### src/core/mrs_defines.svh
`ifndef MRS_DEFINES_SVH
`define MRS_DEFINES_SVH

// ********************************************
// Mode register geometry
// ********************************************
`define MR_COUNT 7
`define MR_W 14
`define MR_LAST 3'h6

// ********************************************
// Link timing at 20 ns
// ********************************************
`define TCK_NS 20
`define TMRD_NCK 8
`define TMOD_NCK 24
`define TMOD_NS 15
`define TMRD_CYC `TMRD_NCK
`define TMOD_NS_CYC ((`TMOD_NS + `TCK_NS - 1) / `TCK_NS)
`define TMOD_CYC ((`TMOD_NCK > `TMOD_NS_CYC) ? `TMOD_NCK : `TMOD_NS_CYC)
`define TUPD_CYC 64
`define CNT_W 8

// ********************************************
// Field positions
// ********************************************
`define DLL_RST_BIT 8
`define RTT_NOM_HI 10
`define RTT_NOM_LO 8
`define MR1_EXEMPT 14'h0001
`define MR3_EXEMPT 14'h0018
`define MR4_EXEMPT 14'h01D2
`define MR5_EXEMPT 14'h0007
`define MR6_EXEMPT 14'h00FF

// ********************************************
// Command encoding {act_n, ras_n, cas_n, we_n}
// ********************************************
`define CMD_MRS 4'h8

// ********************************************
// APB map of the controller
// ********************************************
`define REG_CTRL 8'h00
`define REG_MRS 8'h04
`define REG_CMD 8'h08
`define REG_STAT 8'h0C
`define REG_MRVAL 8'h10
`define REG_MRVAL_END 8'h28
`define CTRL_CKE 0
`define CTRL_ODT 1
`define CTRL_INIT 2
`define CTRL_CMD 3
`define MRS_SEL_LO 16
`define STAT_REFUSED 1

`endif

### src/core/mrs_pkg.sv
package mrs_pkg;
    typedef logic [13:0] mr_val_t;
    typedef logic [2:0] mr_sel_t;
    typedef logic [7:0] cnt_t;
    typedef enum logic [1:0] {C_UNINIT, C_INIT, C_READY} ctl_st_e;
endpackage : mrs_pkg

### src/core/ddr4_cmd_if.sv
`timescale 1ns/1ps
interface ddr4_cmd_if;
    logic cke;
    logic cs_n;
    logic act_n;
    logic ras_n;
    logic cas_n;
    logic we_n;
    logic [1:0] bg;
    logic [1:0] ba;
    logic [13:0] addr;
    logic odt;
    modport ctrl (output cke, cs_n, act_n, ras_n, cas_n, we_n, bg, ba, addr, odt);
    modport dram (input cke, cs_n, act_n, ras_n, cas_n, we_n, bg, ba, addr, odt);
endinterface : ddr4_cmd_if

### src/core/mrs_controller.sv
`timescale 1ns/1ps
`include "mrs_defines.svh"
// Function
// - Write all mode registers after reset
// - Device holds seven mode registers
// - Mode writes never touch array contents
// - Every MRS carries the whole register
// - MRS only when idle and CKE high
// - ODT held low before MRS with termination
// - ODT high again only after tMOD; code frees ODT one cycle after an MRS that turns termination off
// - Termination off: ODT free around MRS
// - Space MRS commands by tMRD
// - Non-MRS commands wait tMOD after MRS
// - Input-function changes wait full update time; code applies the wait only in C_READY, not during init
// - Those features bypass tMRD, use update wait
// - Those features bypass tMOD, use update wait
// - Updates within tMOD except DLL reset
// - Init order MR3,6,5,4,2,1,0
module mrs_controller (
    // Clock and reset
    input wire logic pclk,
    input wire logic presetn,
    // APB slave
    input wire logic psel,
    input wire logic penable,
    input wire logic pwrite,
    input wire logic [31:0] paddr,
    input wire logic [31:0] pwdata,
    output logic [31:0] prdata,
    output logic pready,
    output logic pslverr,
    // Bank state from the scheduler
    input wire logic banks_idle,
    // Command link
    ddr4_cmd_if.ctrl link
);
    // ********************************************
    // State
    // ********************************************
    mrs_pkg::ctl_st_e st, next_st;
    mrs_pkg::mr_val_t mr_val [`MR_COUNT];
    mrs_pkg::mr_val_t next_mr_val [`MR_COUNT];
    mrs_pkg::mr_val_t mr_sent [`MR_COUNT];
    mrs_pkg::mr_val_t next_mr_sent [`MR_COUNT];
    mrs_pkg::cnt_t mrd_cnt, next_mrd_cnt, mod_cnt, next_mod_cnt, upd_cnt, next_upd_cnt;
    mrs_pkg::mr_sel_t mrs_sel, next_mrs_sel, init_idx, next_init_idx, sel_now;
    logic cke_q, next_cke_q, odt_req, next_odt_req;
    logic pend_mrs, next_pend_mrs, pend_cmd, next_pend_cmd;
    logic refused, next_refused;
    logic [21:0] cmd_word, next_cmd_word;
    logic [31:0] next_prdata;
    logic cs_n, next_cs_n, odt, next_odt;
    logic [3:0] cmd4, next_cmd4;
    logic [3:0] bgba, next_bgba;
    logic [13:0] addr, next_addr;
    logic acc, wr, mapped, rtt_on, mrs_go, cmd_go;
    logic [7:0] off;
    logic [2:0] vidx;
    mrs_pkg::mr_val_t exempt;

    function automatic mrs_pkg::mr_sel_t init_sel(input mrs_pkg::mr_sel_t idx);
        case (idx)
            3'h0: init_sel = 3'h3;
            3'h1: init_sel = 3'h6;
            3'h2: init_sel = 3'h5;
            3'h3: init_sel = 3'h4;
            3'h4: init_sel = 3'h2;
            3'h5: init_sel = 3'h1;
            default: init_sel = 3'h0;
        endcase
    endfunction : init_sel

    function automatic mrs_pkg::mr_val_t exempt_mask(input mrs_pkg::mr_sel_t s);
        case (s)
            3'h1: exempt_mask = `MR1_EXEMPT;
            3'h3: exempt_mask = `MR3_EXEMPT;
            3'h4: exempt_mask = `MR4_EXEMPT;
            3'h5: exempt_mask = `MR5_EXEMPT;
            3'h6: exempt_mask = `MR6_EXEMPT;
            default: exempt_mask = 14'h0000;
        endcase
    endfunction : exempt_mask

    // ********************************************
    // Decode
    // ********************************************
    assign off = paddr[7:0];
    assign vidx = 3'((off - `REG_MRVAL) >> 2);
    assign acc = psel & penable;
    assign wr = acc & pwrite;
    assign mapped = (paddr[31:8] == 24'h000000) & (off[1:0] == 2'h0)
        & ((off <= `REG_STAT) | ((off >= `REG_MRVAL) & (off <= `REG_MRVAL_END)));
    assign pready = 1'b1;
    assign pslverr = acc & ~mapped;
    // Termination on before or after the write
    assign rtt_on = (mr_sent[1][`RTT_NOM_HI:`RTT_NOM_LO] != 3'h0)
        | (mr_val[1][`RTT_NOM_HI:`RTT_NOM_LO] != 3'h0);
    assign sel_now = (st == mrs_pkg::C_INIT) ? init_sel(init_idx) : mrs_sel;
    assign exempt = (st == mrs_pkg::C_READY)
        ? ((mr_val[sel_now] ^ mr_sent[sel_now]) & exempt_mask(sel_now)) : 14'h0000;
    // ODT must already be low at the MRS
    assign mrs_go = (pend_mrs | (st == mrs_pkg::C_INIT))
        & (mrd_cnt == 8'h00) & (upd_cnt == 8'h00)
        & cke_q & banks_idle
        & ~(rtt_on & odt);
    assign cmd_go = pend_cmd & ~mrs_go & ~pend_mrs & (st == mrs_pkg::C_READY)
        & cke_q & (mod_cnt == 8'h00) & (upd_cnt == 8'h00);

    // ********************************************
    // Next state
    // ********************************************
    always_comb
    begin
        next_st = st;
        next_mr_val = mr_val;
        next_mr_sent = mr_sent;
        next_mrs_sel = mrs_sel;
        next_init_idx = init_idx;
        next_cke_q = cke_q;
        next_odt_req = odt_req;
        next_pend_mrs = pend_mrs;
        next_pend_cmd = pend_cmd;
        next_refused = refused;
        next_cmd_word = cmd_word;
        next_prdata = prdata;
        next_cs_n = 1'b1;
        next_cmd4 = cmd4;
        next_bgba = bgba;
        next_addr = addr;
        next_mrd_cnt = (mrd_cnt != 8'h00) ? mrd_cnt - 8'h01 : 8'h00;
        next_mod_cnt = (mod_cnt != 8'h00) ? mod_cnt - 8'h01 : 8'h00;
        next_upd_cnt = (upd_cnt != 8'h00) ? upd_cnt - 8'h01 : 8'h00;
        if (psel & ~penable)
        begin
            case (off)
                `REG_CTRL: next_prdata = {28'h0, pend_cmd, 1'b0, odt_req, cke_q};
                `REG_MRS: next_prdata = {13'h0, mrs_sel, 2'h0, mr_val[mrs_sel]};
                `REG_CMD: next_prdata = {10'h0, cmd_word};
                `REG_STAT: next_prdata = {25'h0, upd_cnt != 8'h00, mod_cnt != 8'h00,
                    mrd_cnt != 8'h00, pend_cmd, pend_mrs, refused, st == mrs_pkg::C_READY};
                default: next_prdata = (mapped && vidx <= `MR_LAST)
                    ? {18'h0, mr_val[vidx]} : 32'h0;
            endcase
        end
        if (wr & mapped)
        begin
            case (off)
                `REG_CTRL:
                begin
                    next_cke_q = pwdata[`CTRL_CKE];
                    next_odt_req = pwdata[`CTRL_ODT];
                    if (pwdata[`CTRL_INIT] && st != mrs_pkg::C_INIT)
                    begin
                        next_st = mrs_pkg::C_INIT;
                        next_init_idx = 3'h0;
                        next_pend_mrs = 1'b0;
                    end
                    if (pwdata[`CTRL_CMD])
                    begin
                        if (st == mrs_pkg::C_READY)
                            next_pend_cmd = 1'b1;
                        else
                            next_refused = 1'b1;
                    end
                end
                `REG_MRS:
                begin
                    if (st == mrs_pkg::C_READY && !pend_mrs
                        && pwdata[`MRS_SEL_LO+2:`MRS_SEL_LO] <= `MR_LAST)
                    begin
                        next_mrs_sel = pwdata[`MRS_SEL_LO+2:`MRS_SEL_LO];
                        next_mr_val[pwdata[`MRS_SEL_LO+2:`MRS_SEL_LO]] = pwdata[13:0];
                        next_pend_mrs = 1'b1;
                    end
                    else
                        next_refused = 1'b1;
                end
                `REG_CMD: next_cmd_word = pwdata[21:0];
                `REG_STAT:
                    if (pwdata[`STAT_REFUSED])
                        next_refused = 1'b0;
                default:
                    if (vidx <= `MR_LAST)
                        next_mr_val[vidx] = pwdata[13:0];
            endcase
        end
        if (mrs_go)
        begin
            next_cs_n = 1'b0;
            next_cmd4 = `CMD_MRS;
            next_bgba = {1'b0, sel_now};
            next_addr = mr_val[sel_now];
            next_mr_sent[sel_now] = mr_val[sel_now];
            next_mrd_cnt = 8'(`TMRD_CYC - 1);
            next_mod_cnt = 8'(`TMOD_CYC - 1);
            // Excepted fields settle longer than tMOD
            if (exempt != 14'h0000)
                next_upd_cnt = 8'(`TUPD_CYC - 1);
            if (st == mrs_pkg::C_INIT)
            begin
                next_init_idx = init_idx + 3'h1;
                if (init_idx == `MR_LAST)
                    next_st = mrs_pkg::C_READY;
            end
            else
                next_pend_mrs = 1'b0;
        end
        else if (cmd_go)
        begin
            next_cs_n = 1'b0;
            next_cmd4 = cmd_word[3:0];
            next_bgba = cmd_word[7:4];
            next_addr = cmd_word[21:8];
            next_pend_cmd = 1'b0;
        end
        // Set wins over the software clear
        if (wr && off == `REG_MRS && (st != mrs_pkg::C_READY || pend_mrs))
            next_refused = 1'b1;
        next_odt = odt_req & ~(rtt_on & (pend_mrs | (st != mrs_pkg::C_READY) | mrs_go
            | (next_mod_cnt != 8'h00) | (mod_cnt != 8'h00)));
    end

    // ********************************************
    // Registers
    // ********************************************
    always_ff @(posedge pclk or negedge presetn)
    begin
        if (!presetn)
        begin
            st <= mrs_pkg::C_UNINIT;
            for (int k = 0; k < `MR_COUNT; k++)
            begin
                mr_val[k] <= 14'h0000;
                mr_sent[k] <= 14'h0000;
            end
            mrs_sel <= 3'h0;
            init_idx <= 3'h0;
            cke_q <= 1'b0;
            odt_req <= 1'b0;
            pend_mrs <= 1'b0;
            pend_cmd <= 1'b0;
            refused <= 1'b0;
            cmd_word <= 22'h000000;
            prdata <= 32'h0;
            cs_n <= 1'b1;
            odt <= 1'b0;
            cmd4 <= 4'hF;
            bgba <= 4'h0;
            addr <= 14'h0000;
            mrd_cnt <= 8'h00;
            mod_cnt <= 8'h00;
            upd_cnt <= 8'h00;
        end
        else
        begin
            st <= next_st;
            mr_val <= next_mr_val;
            mr_sent <= next_mr_sent;
            mrs_sel <= next_mrs_sel;
            init_idx <= next_init_idx;
            cke_q <= next_cke_q;
            odt_req <= next_odt_req;
            pend_mrs <= next_pend_mrs;
            pend_cmd <= next_pend_cmd;
            refused <= next_refused;
            cmd_word <= next_cmd_word;
            prdata <= next_prdata;
            cs_n <= next_cs_n;
            odt <= next_odt;
            cmd4 <= next_cmd4;
            bgba <= next_bgba;
            addr <= next_addr;
            mrd_cnt <= next_mrd_cnt;
            mod_cnt <= next_mod_cnt;
            upd_cnt <= next_upd_cnt;
        end
    end

    assign link.cke = cke_q;
    assign link.cs_n = cs_n;
    assign {link.act_n, link.ras_n, link.cas_n, link.we_n} = cmd4;
    assign link.bg = bgba[3:2];
    assign link.ba = bgba[1:0];
    assign link.addr = addr;
    assign link.odt = odt;
endmodule : mrs_controller

### src/flat_wrapper.sv
// flat-port wrapper written by rule: the top's interface ports become plain ports
module mrs_controller_flat 
  (pclk, presetn, psel, penable, pwrite, paddr, pwdata, prdata, pready, pslverr, banks_idle, link_cke, link_cs_n, link_act_n, link_ras_n, link_cas_n, link_we_n, link_bg, link_ba, link_addr, link_odt);
  ddr4_cmd_if link_i ();
  input wire logic pclk;
  input wire logic presetn;
  input wire logic psel;
  input wire logic penable;
  input wire logic pwrite;
  input wire logic [31:0] paddr;
  input wire logic [31:0] pwdata;
  output logic [31:0] prdata;
  output logic pready;
  output logic pslverr;
  input wire logic banks_idle;
  output wire logic [$bits(link_i.cke)-1:0] link_cke;
  output wire logic [$bits(link_i.cs_n)-1:0] link_cs_n;
  output wire logic [$bits(link_i.act_n)-1:0] link_act_n;
  output wire logic [$bits(link_i.ras_n)-1:0] link_ras_n;
  output wire logic [$bits(link_i.cas_n)-1:0] link_cas_n;
  output wire logic [$bits(link_i.we_n)-1:0] link_we_n;
  output wire logic [$bits(link_i.bg)-1:0] link_bg;
  output wire logic [$bits(link_i.ba)-1:0] link_ba;
  output wire logic [$bits(link_i.addr)-1:0] link_addr;
  output wire logic [$bits(link_i.odt)-1:0] link_odt;
  assign link_cke = link_i.cke;
  assign link_cs_n = link_i.cs_n;
  assign link_act_n = link_i.act_n;
  assign link_ras_n = link_i.ras_n;
  assign link_cas_n = link_i.cas_n;
  assign link_we_n = link_i.we_n;
  assign link_bg = link_i.bg;
  assign link_ba = link_i.ba;
  assign link_addr = link_i.addr;
  assign link_odt = link_i.odt;
  mrs_controller u_core (.pclk(pclk), .presetn(presetn), .psel(psel), .penable(penable), .pwrite(pwrite), .paddr(paddr), .pwdata(pwdata), .prdata(prdata), .pready(pready), .pslverr(pslverr), .banks_idle(banks_idle), .link(link_i));
endmodule
### config.mk
export PLATFORM = sky130hd
export DESIGN_NAME = mrs_controller_flat
export DESIGN_NICKNAME = d
export VERILOG_FILES = /design/src/core/mrs_pkg.sv /design/src/core/ddr4_cmd_if.sv /design/src/core/mrs_controller.sv /design/src/flat_wrapper.sv
export VERILOG_INCLUDE_DIRS = /design/src /design/src/core
export SDC_FILE = /design/constraint.sdc
export NUM_CORES = 1
export LEC_CHECK = 0
export ABC_AREA = 1
export BUFFER_PORTS_ARGS = -buffer_cell sky130_fd_sc_hd__buf_2
export CAP_MARGIN = 10
export CORE_MARGIN = 1.5
export CORE_UTILIZATION = 64
export DETAILED_ROUTE_END_ITERATION = 10
export HOLD_SLACK_MARGIN = 0.05
export PLACE_DENSITY = 0.94
export SLEW_MARGIN = 10
export SYNTH_ARGS = -nofsm -noshare
export SYNTH_HDL_FRONTEND = slang
export SYNTH_SLANG_ARGS = --single-unit
### constraint.sdc
create_clock -name pclk -period 5.4 [get_ports pclk]
set_clock_uncertainty 0.05 [all_clocks]
set_input_delay 0.27 -clock pclk [delete_from_list [all_inputs] [get_ports pclk]]
set_output_delay 0.27 -clock pclk [all_outputs]
set_load 0.005 [all_outputs]
* Word-level counts from Yosys, hierarchy flattened
Index checks and enable logic that the tools add are counted.
** Cells by class
- $add $sub $neg :: 5
- $lt $le $gt $ge :: 12
- Eq/ne operators :: 23
- Multiplexer cells :: 75
- Bitwise logic cells :: 42
- Reduce and logical (&&, ||, !) cells :: 35
** Operators with widths (count)
- bitwise mux 98 bit :: 3
- 2-to-1 mux 14 bit :: 15
- 2-to-1 mux 98 bit :: 2
- one-hot mux 98 bit (2 select lines) :: 1
- binary-select mux 14 bit (select 3 bit) :: 4
- one-hot mux 32 bit (4 select lines) :: 1
- demux 14 bit (select 3 bit) :: 3
- 2-to-1 mux 8 bit :: 7
- one-hot mux 9 bit (5 select lines) :: 1
- zero test 8 bit :: 4
- nonzero test 8 bit :: 4
- zero test 24 bit :: 1
- subtractor 8 x 1 -> 8 bit (second input constant) :: 3
- AND 1 bit :: 22
- 2-to-1 mux 1 bit :: 19
- equality test 3 bit (second input constant) :: 6
- 2-to-1 mux 3 bit :: 6
- one-hot mux 3 bit (6 select lines) :: 1
- equality test 8 x 4 -> 1 bit (second input constant) :: 2
- >= comparator 4 bit (second input constant) :: 4
- 2-to-1 mux 4 bit :: 4
- inverter 3 -> 4 bit :: 4
- AND 14 x 9 -> 14 bit :: 1
- nonzero test 14 bit :: 1
- 35 further kinds :: 73
** Word-level totals
- Register bits :: 311
- Input port bits :: 70
- Output and inout port bits :: 59
- Logic and storage cells :: 224

* Longest topological paths before layout
- Depth after elaboration :: 16
- Depth in mapped cells :: 19
- Mapped depth without buffers :: 18

* Worst setup path before layout
No wires, ideal clock.
- Kind :: reg-to-reg
- Start point :: register u_core.init_idx[0]
- End point :: register u_core.upd_cnt[0]
- Setup time :: 0.129 ns
- Arrival :: 2.111 ns
- Required time :: 5.221 ns
- Setup slack :: 3.110 ns
- Cell stages (with the launch flop) :: 16
- Buffers on the path :: 1
- Period minus slack after synthesis :: 2.290 ns
- Path through :: dfrtp_1 > inv_1 > ha_1 > o21ai_1 > nand3_4 > nand2_4 > nand2_4 > nor2_2 > buf_4 > nand2_1 > nand3_1 > a21oi_1 > nor2_1 > nand2_1 > o21bai_2 > nand2_1
** Between the ends
- Cells in the longest elaborated chain, start to end :: 13
- Elaborated cells on any way between the ends :: 27
- Classes of those cells :: eq/ne: 10; mux: 12; bitwise: 3; reduce/logical: 2
** Ends and longest elaborated chain
- start, declared :: RTL line mrs_controller.sv:46 : mrs_pkg::mr_sel_t mrs_sel, next_mrs_sel, init_idx, next_init_idx, sel_now;
- start signal, assigned :: RTL line mrs_controller.sv:260 : init_idx <= next_init_idx;
- equality test 3 bit, or another cell as far along :: RTL line mrs_controller.sv:62 : case (idx)
- one-hot mux 3 bit (6 select lines) * :: RTL line mrs_controller.sv:62
- 2-to-1 mux 3 bit * :: RTL line mrs_controller.sv:98 : assign sel_now = (st == mrs_pkg::C_INIT) ? init_sel(init_idx) : mrs_sel;
- inverter 3 -> 4 bit (not written as such) :: RTL line mrs_controller.sv:100 : ? ((mr_val[sel_now] ^ mr_sent[sel_now]) & exempt_mask(sel_now)) : 14'h0000;
- binary-select mux 14 bit (select 3 bit) :: RTL line mrs_controller.sv:100
- 2-to-1 mux 14 bit (not written as such) (2 in a row) :: RTL line mrs_controller.sv:100
- bitwise XOR 14 bit :: RTL line mrs_controller.sv:100
- AND 14 x 9 -> 14 bit * :: RTL line mrs_controller.sv:100
- 2-to-1 mux 14 bit * :: RTL line mrs_controller.sv:100
- nonzero test 14 bit * :: RTL line mrs_controller.sv:197 : if (exempt != 14'h0000)
- 2-to-1 mux 8 bit * :: RTL line mrs_controller.sv:197
- 2-to-1 mux 8 bit * :: RTL line mrs_controller.sv:187 : if (mrs_go)
- via u_core.next_upd_cnt[0] :: RTL line mrs_controller.sv:45 : mrs_pkg::cnt_t mrd_cnt, next_mrd_cnt, mod_cnt, next_mod_cnt, upd_cnt, next_upd_cnt;
- end signal, assigned :: RTL line mrs_controller.sv:275 : upd_cnt <= next_upd_cnt;
- end, declared :: RTL line mrs_controller.sv:45
Mark *: on every way through the listed nets, which the timed path passes. The rest lies on a longest branch. The select of a mux whose other input is x is not followed.
A chain may end at the register's enable or synchronous reset.

* Worst setup path in the final report
- Start point :: register u_core.init_idx[0]
- End point :: register u_core.mr_sent[2] (netlist bit)
** Between the ends
- Cells in the longest elaborated chain, start to end :: 9
- Elaborated cells on any way between the ends :: 18
- Classes of those cells :: order compare: 2; eq/ne: 5; mux: 8; bitwise: 1; reduce/logical: 2
** Ends and longest elaborated chain
- equality test 3 bit, or another cell as far along :: RTL line mrs_controller.sv:62
- one-hot mux 3 bit (6 select lines) * :: RTL line mrs_controller.sv:62
- 2-to-1 mux 3 bit * :: RTL line mrs_controller.sv:98
- inverter 3 -> 4 bit (not written as such) * :: RTL line mrs_controller.sv:193 : next_mr_sent[sel_now] = mr_val[sel_now];
- >= comparator 4 bit (not written as such) or < comparator 4 x 1 -> 1 bit (tied branches) :: RTL line mrs_controller.sv:193
- logical AND 1 bit (not written as such) :: RTL line mrs_controller.sv:193
- 2-to-1 mux 14 bit (not written as such) :: RTL line mrs_controller.sv:193
- demux 14 bit (select 3 bit) :: RTL line mrs_controller.sv:193
- bitwise mux 98 bit * :: RTL line mrs_controller.sv:193
- end signal, assigned :: RTL line mrs_controller.sv:258 : mr_sent <= next_mr_sent;
- end, declared :: RTL line mrs_controller.sv:43 : mrs_pkg::mr_val_t mr_sent [`MR_COUNT];
Mark *: on every way between the ends. The rest lies on a longest branch, timed or not. The select of a mux whose other input is x is not followed.

==> impl_metrics.env <==
export IMPL_vdd_drop_max_uv=413.3
export IMPL_die_w_um=148.9
export IMPL_arrival_ns=4.51
export IMPL_cp_start_kind="flop"
export IMPL_synth_edf_count=0
export IMPL_root_buffer="clkbuf_16"
export IMPL_fmax_mhz=242.8
export IMPL_tightestPinTransition_ns=0.9586
export IMPL_cp_common_cell="inv_2"
export IMPL_fin_util_pct=72.58
export IMPL_cpPeakStageDelay_ns=0.77
export IMPL_vias_per_cell=6.478
export IMPL_grt_overflow_total=0
export IMPL_register_area_um2=6087
export IMPL_track_usage_pct=42.22
export IMPL_ys_seq_elements=243
export IMPL_synth_seq_area_share_pct=44.67
export IMPL_numClockSinks=243
export IMPL_critPathBufInv=3
export IMPL_dr_pass1_iters=7
export IMPL_fin_crit_sh_pct=76.26
export IMPL_hold_violations=0
export IMPL_io_buffers=107
export IMPL_leakage_nw=7.104
export IMPL_ios=129
export IMPL_finalSetupViolCount=0
export IMPL_dpl_cell_area_um2=14170
export IMPL_antenna_found_initial=0
export IMPL_cp_end_kind="flop"
export IMPL_critPathTopFamily="simple AND/OR/NAND/NOR gates"
export IMPL_dieArea_um2=22180
export IMPL_cts_buffers=27
export IMPL_power_density_nw_per_um2=257.7
export IMPL_clkTransAtPathRegs_ns=0.07
export IMPL_cp_max_fo=25
export IMPL_whs_ns=0.07755
export IMPL_async_flop_share_pct=100.0
export IMPL_synthTopCellsByArea="dfrtp_1, nand2_1, o21ai_0, inv_1, o21ai_1"
export IMPL_fillCellCount=1585
export IMPL_synth_top_area_share_pct=43.70
export IMPL_antenna_left=0
export IMPL_fin_ws_ns=1.282
export IMPL_path_class="reg -> reg"
export IMPL_stdcell_area_um2=15210
export IMPL_syn_avg_cell_area_um2=7.639
export IMPL_fin_cells=2157
export IMPL_multiInputGateArea_um2=6386
export IMPL_detail_route_wirelength_um=46750
export IMPL_drive_gt1_share_pct=12.81
export IMPL_cts_setup_buffers=0
export IMPL_via_count=13973
export IMPL_tns_ns=0
export IMPL_min_period_ns=4.118
export IMPL_grt_setup_unrepaired="false"
export IMPL_post_dp_hpwl_um=31590
export IMPL_final_nets=1941
export IMPL_clockBufferDepth=3
export IMPL_insertion_delay_ns=0.54
export IMPL_cts_htree_levels=1
export IMPL_grt_start_max_net_pins=132
export IMPL_preCtsSetupSlack_ns=1.615
export IMPL_total_power_mw=3.919
export IMPL_drc=0
export IMPL_critPathRequiredTime_ns=5.80
export IMPL_drv_slew=0
export IMPL_synth_main_ff_cell="dfrtp_1"
export IMPL_grt_pass1_vias=13238
export IMPL_syn_to_final_growth_pct=11.60
export IMPL_min_path_type="in -> reg"
export IMPL_cts_repair_resized=0
export IMPL_max_cap_violations=0
export IMPL_yosysWarningCount=0
export IMPL_max_slew_margin_pct=35.79
export IMPL_synth_distinct_cells=63
export IMPL_path_cells="ha_1 > ha_1 > a21oi_1 > nand2_1 > nand2_2 > inv_2 > nor2_2 > inv_2 > a21oi_1 > nor2_1 > o21ai_1 > inv_2 > o21ai_0"
export IMPL_status="finished clean"
export IMPL_drt_iter0_drc=2084
export IMPL_place_gp_congestion=1.084
export IMPL_slowest_stage="nor2_2"
export IMPL_synth_area_leader_cell="dfrtp_1"
export IMPL_synth_cell_area_um2=13630
export IMPL_wl_per_cell_um=21.67
export IMPL_dp_cells=2094
export IMPL_ys_top_cells_by_count="nand2_1, dfrtp_1, o21ai_0"
export IMPL_core_rowCount=53
export IMPL_synth_cells=1784
export IMPL_die_height_um=148.9
export IMPL_grt_pass1_wl_um=72140
export IMPL_design_core_area_um2=20960
export IMPL_cts_tree="done"
export IMPL_initial_core_util_pct=65.03
export IMPL_yosysMostFrequentCell="nand2_1"
## flip-flops by register name, indices dropped and copies added (netlist names)
register,cells
u_core.mr_val,98
u_core.mr_sent,40
u_core.cmd_word,22
u_core.prdata,22
u_core.link.addr,14
u_core.mod_cnt,8
u_core.mrd_cnt,8
u_core.upd_cnt,8
u_core.bgba,4
u_core.cmd4,4
u_core.init_idx,3
u_core.mrs_sel,3
u_core.st,2
u_core.link.cke,1
u_core.link.cs_n,1
u_core.link.odt,1
u_core.odt_req,1
u_core.pend_cmd,1
u_core.pend_mrs,1
u_core.refused,1
## final cells by class
class | instances | area share [%]
diodes | 1 | 0.01645
clock inverters | 16 | 0.9954
clock buffers | 33 | 4.985
multi-input cells | 1272 | 41.99
inverters | 183 | 4.516
well taps | 275 | 2.262
flip-flops and latches | 243 | 40.02
repair buffers | 134 | 5.216
## worst paths after layout
check	slack (ns)	start	cells after the start	end
max	1.28	u_core.init_idx[0]	13	u_core.mr_sent[2]
min	0.08	pwdata[5]	3	u_core.mr_val[61]
max reg2reg	1.28	u_core.init_idx[0]	13	u_core.mr_sent[2]
min reg2reg	0.42	u_core.mrd_cnt[6]	1	u_core.mrd_cnt[6]
max in group asynchronous	3.75	presetn	3	u_core.mrs_sel[1]
min in group asynchronous	0.36	presetn	2	u_core.mr_sent[17]
## where the power goes
group          internal [mW]  switching, mW
logic                 0.0585          0.142
registers               1.83        0.00739
clock network           1.10          0.782
## routing by layer
layer,GRT usage [%],vias to the layer above,routed length [um]
li1,-,6128,-
met1,54.90,6406,16930
met2,61.74,1139,19860
met3,12.94,300,6541
met4,26.24,0,3415
met5,0.4545,-,0
## kinds of logic (layout without fill, tap and decap cells)
kind of cell | Yosys count | count (layout) | share of synthesized area, %
adder cells (fa/ha/maj) | 10 | 10 | 0.9181
AO/OA/AOI/OAI | 491 | 491 | 21.13
AND/OR/NAND/NOR | 752 | 752 | 23.99
XOR/XNOR | 8 | 8 | 0.5142
buffers and inverters | 278 | 366 | 8.722
flip-flops | 243 | 243 | 44.67
other | 2 | 12 | 0.05511
## what timing repair did
item                                    in CTS  in global routing
hold endpoints to repair                   121                  0
endpoints found under the setup margin       0                  0
hold buffers                                13                  0
## tightest hold or removal path, stage by stage
cell     delay [ns]
buf_2          0.07
inv_1          0.13
o21ai_1        0.16
## cell usage in the layout (no fill, tap or decap), types with 4 or more instances in the layout
master / Yosys / routed
a211oi_1: 11 / 11
nor2_2: 7 / 7
buf_2: 26 / 106
a221oi_1: 5 / 5
buf_4: 18 / 13
nand2_1: 472 / 472
clkbuf_16: 0 / 27
dfrtp_1: 238 / 238
o31ai_1: 6 / 6
o21ai_2: 6 / 6
nor2_1: 106 / 106
dlygate4sd3_1: 0 / 13
nor3_1: 19 / 19
o21ai_0: 161 / 161
nand4_1: 12 / 12
nor2_4: 6 / 6
conb_1: 2 / 11
nor4_1: 7 / 7
o21ai_1: 110 / 110
dfstp_2: 5 / 5
xor2_1: 5 / 5
o22ai_1: 36 / 36
nand2_4: 8 / 8
a21oi_1: 75 / 75
clkbuf_8: 0 / 6
o221ai_1: 17 / 17
nand3_1: 92 / 92
nand2_2: 5 / 5
inv_1: 159 / 159
clkinv_1: 7 / 7
o211ai_1: 14 / 14
a31oi_1: 11 / 11
ha_1: 10 / 10
clkinv_2: 0 / 8
o32ai_1: 4 / 4
inv_2: 17 / 17
a22oi_1: 17 / 17
Power figures use the tool's default switching activity.
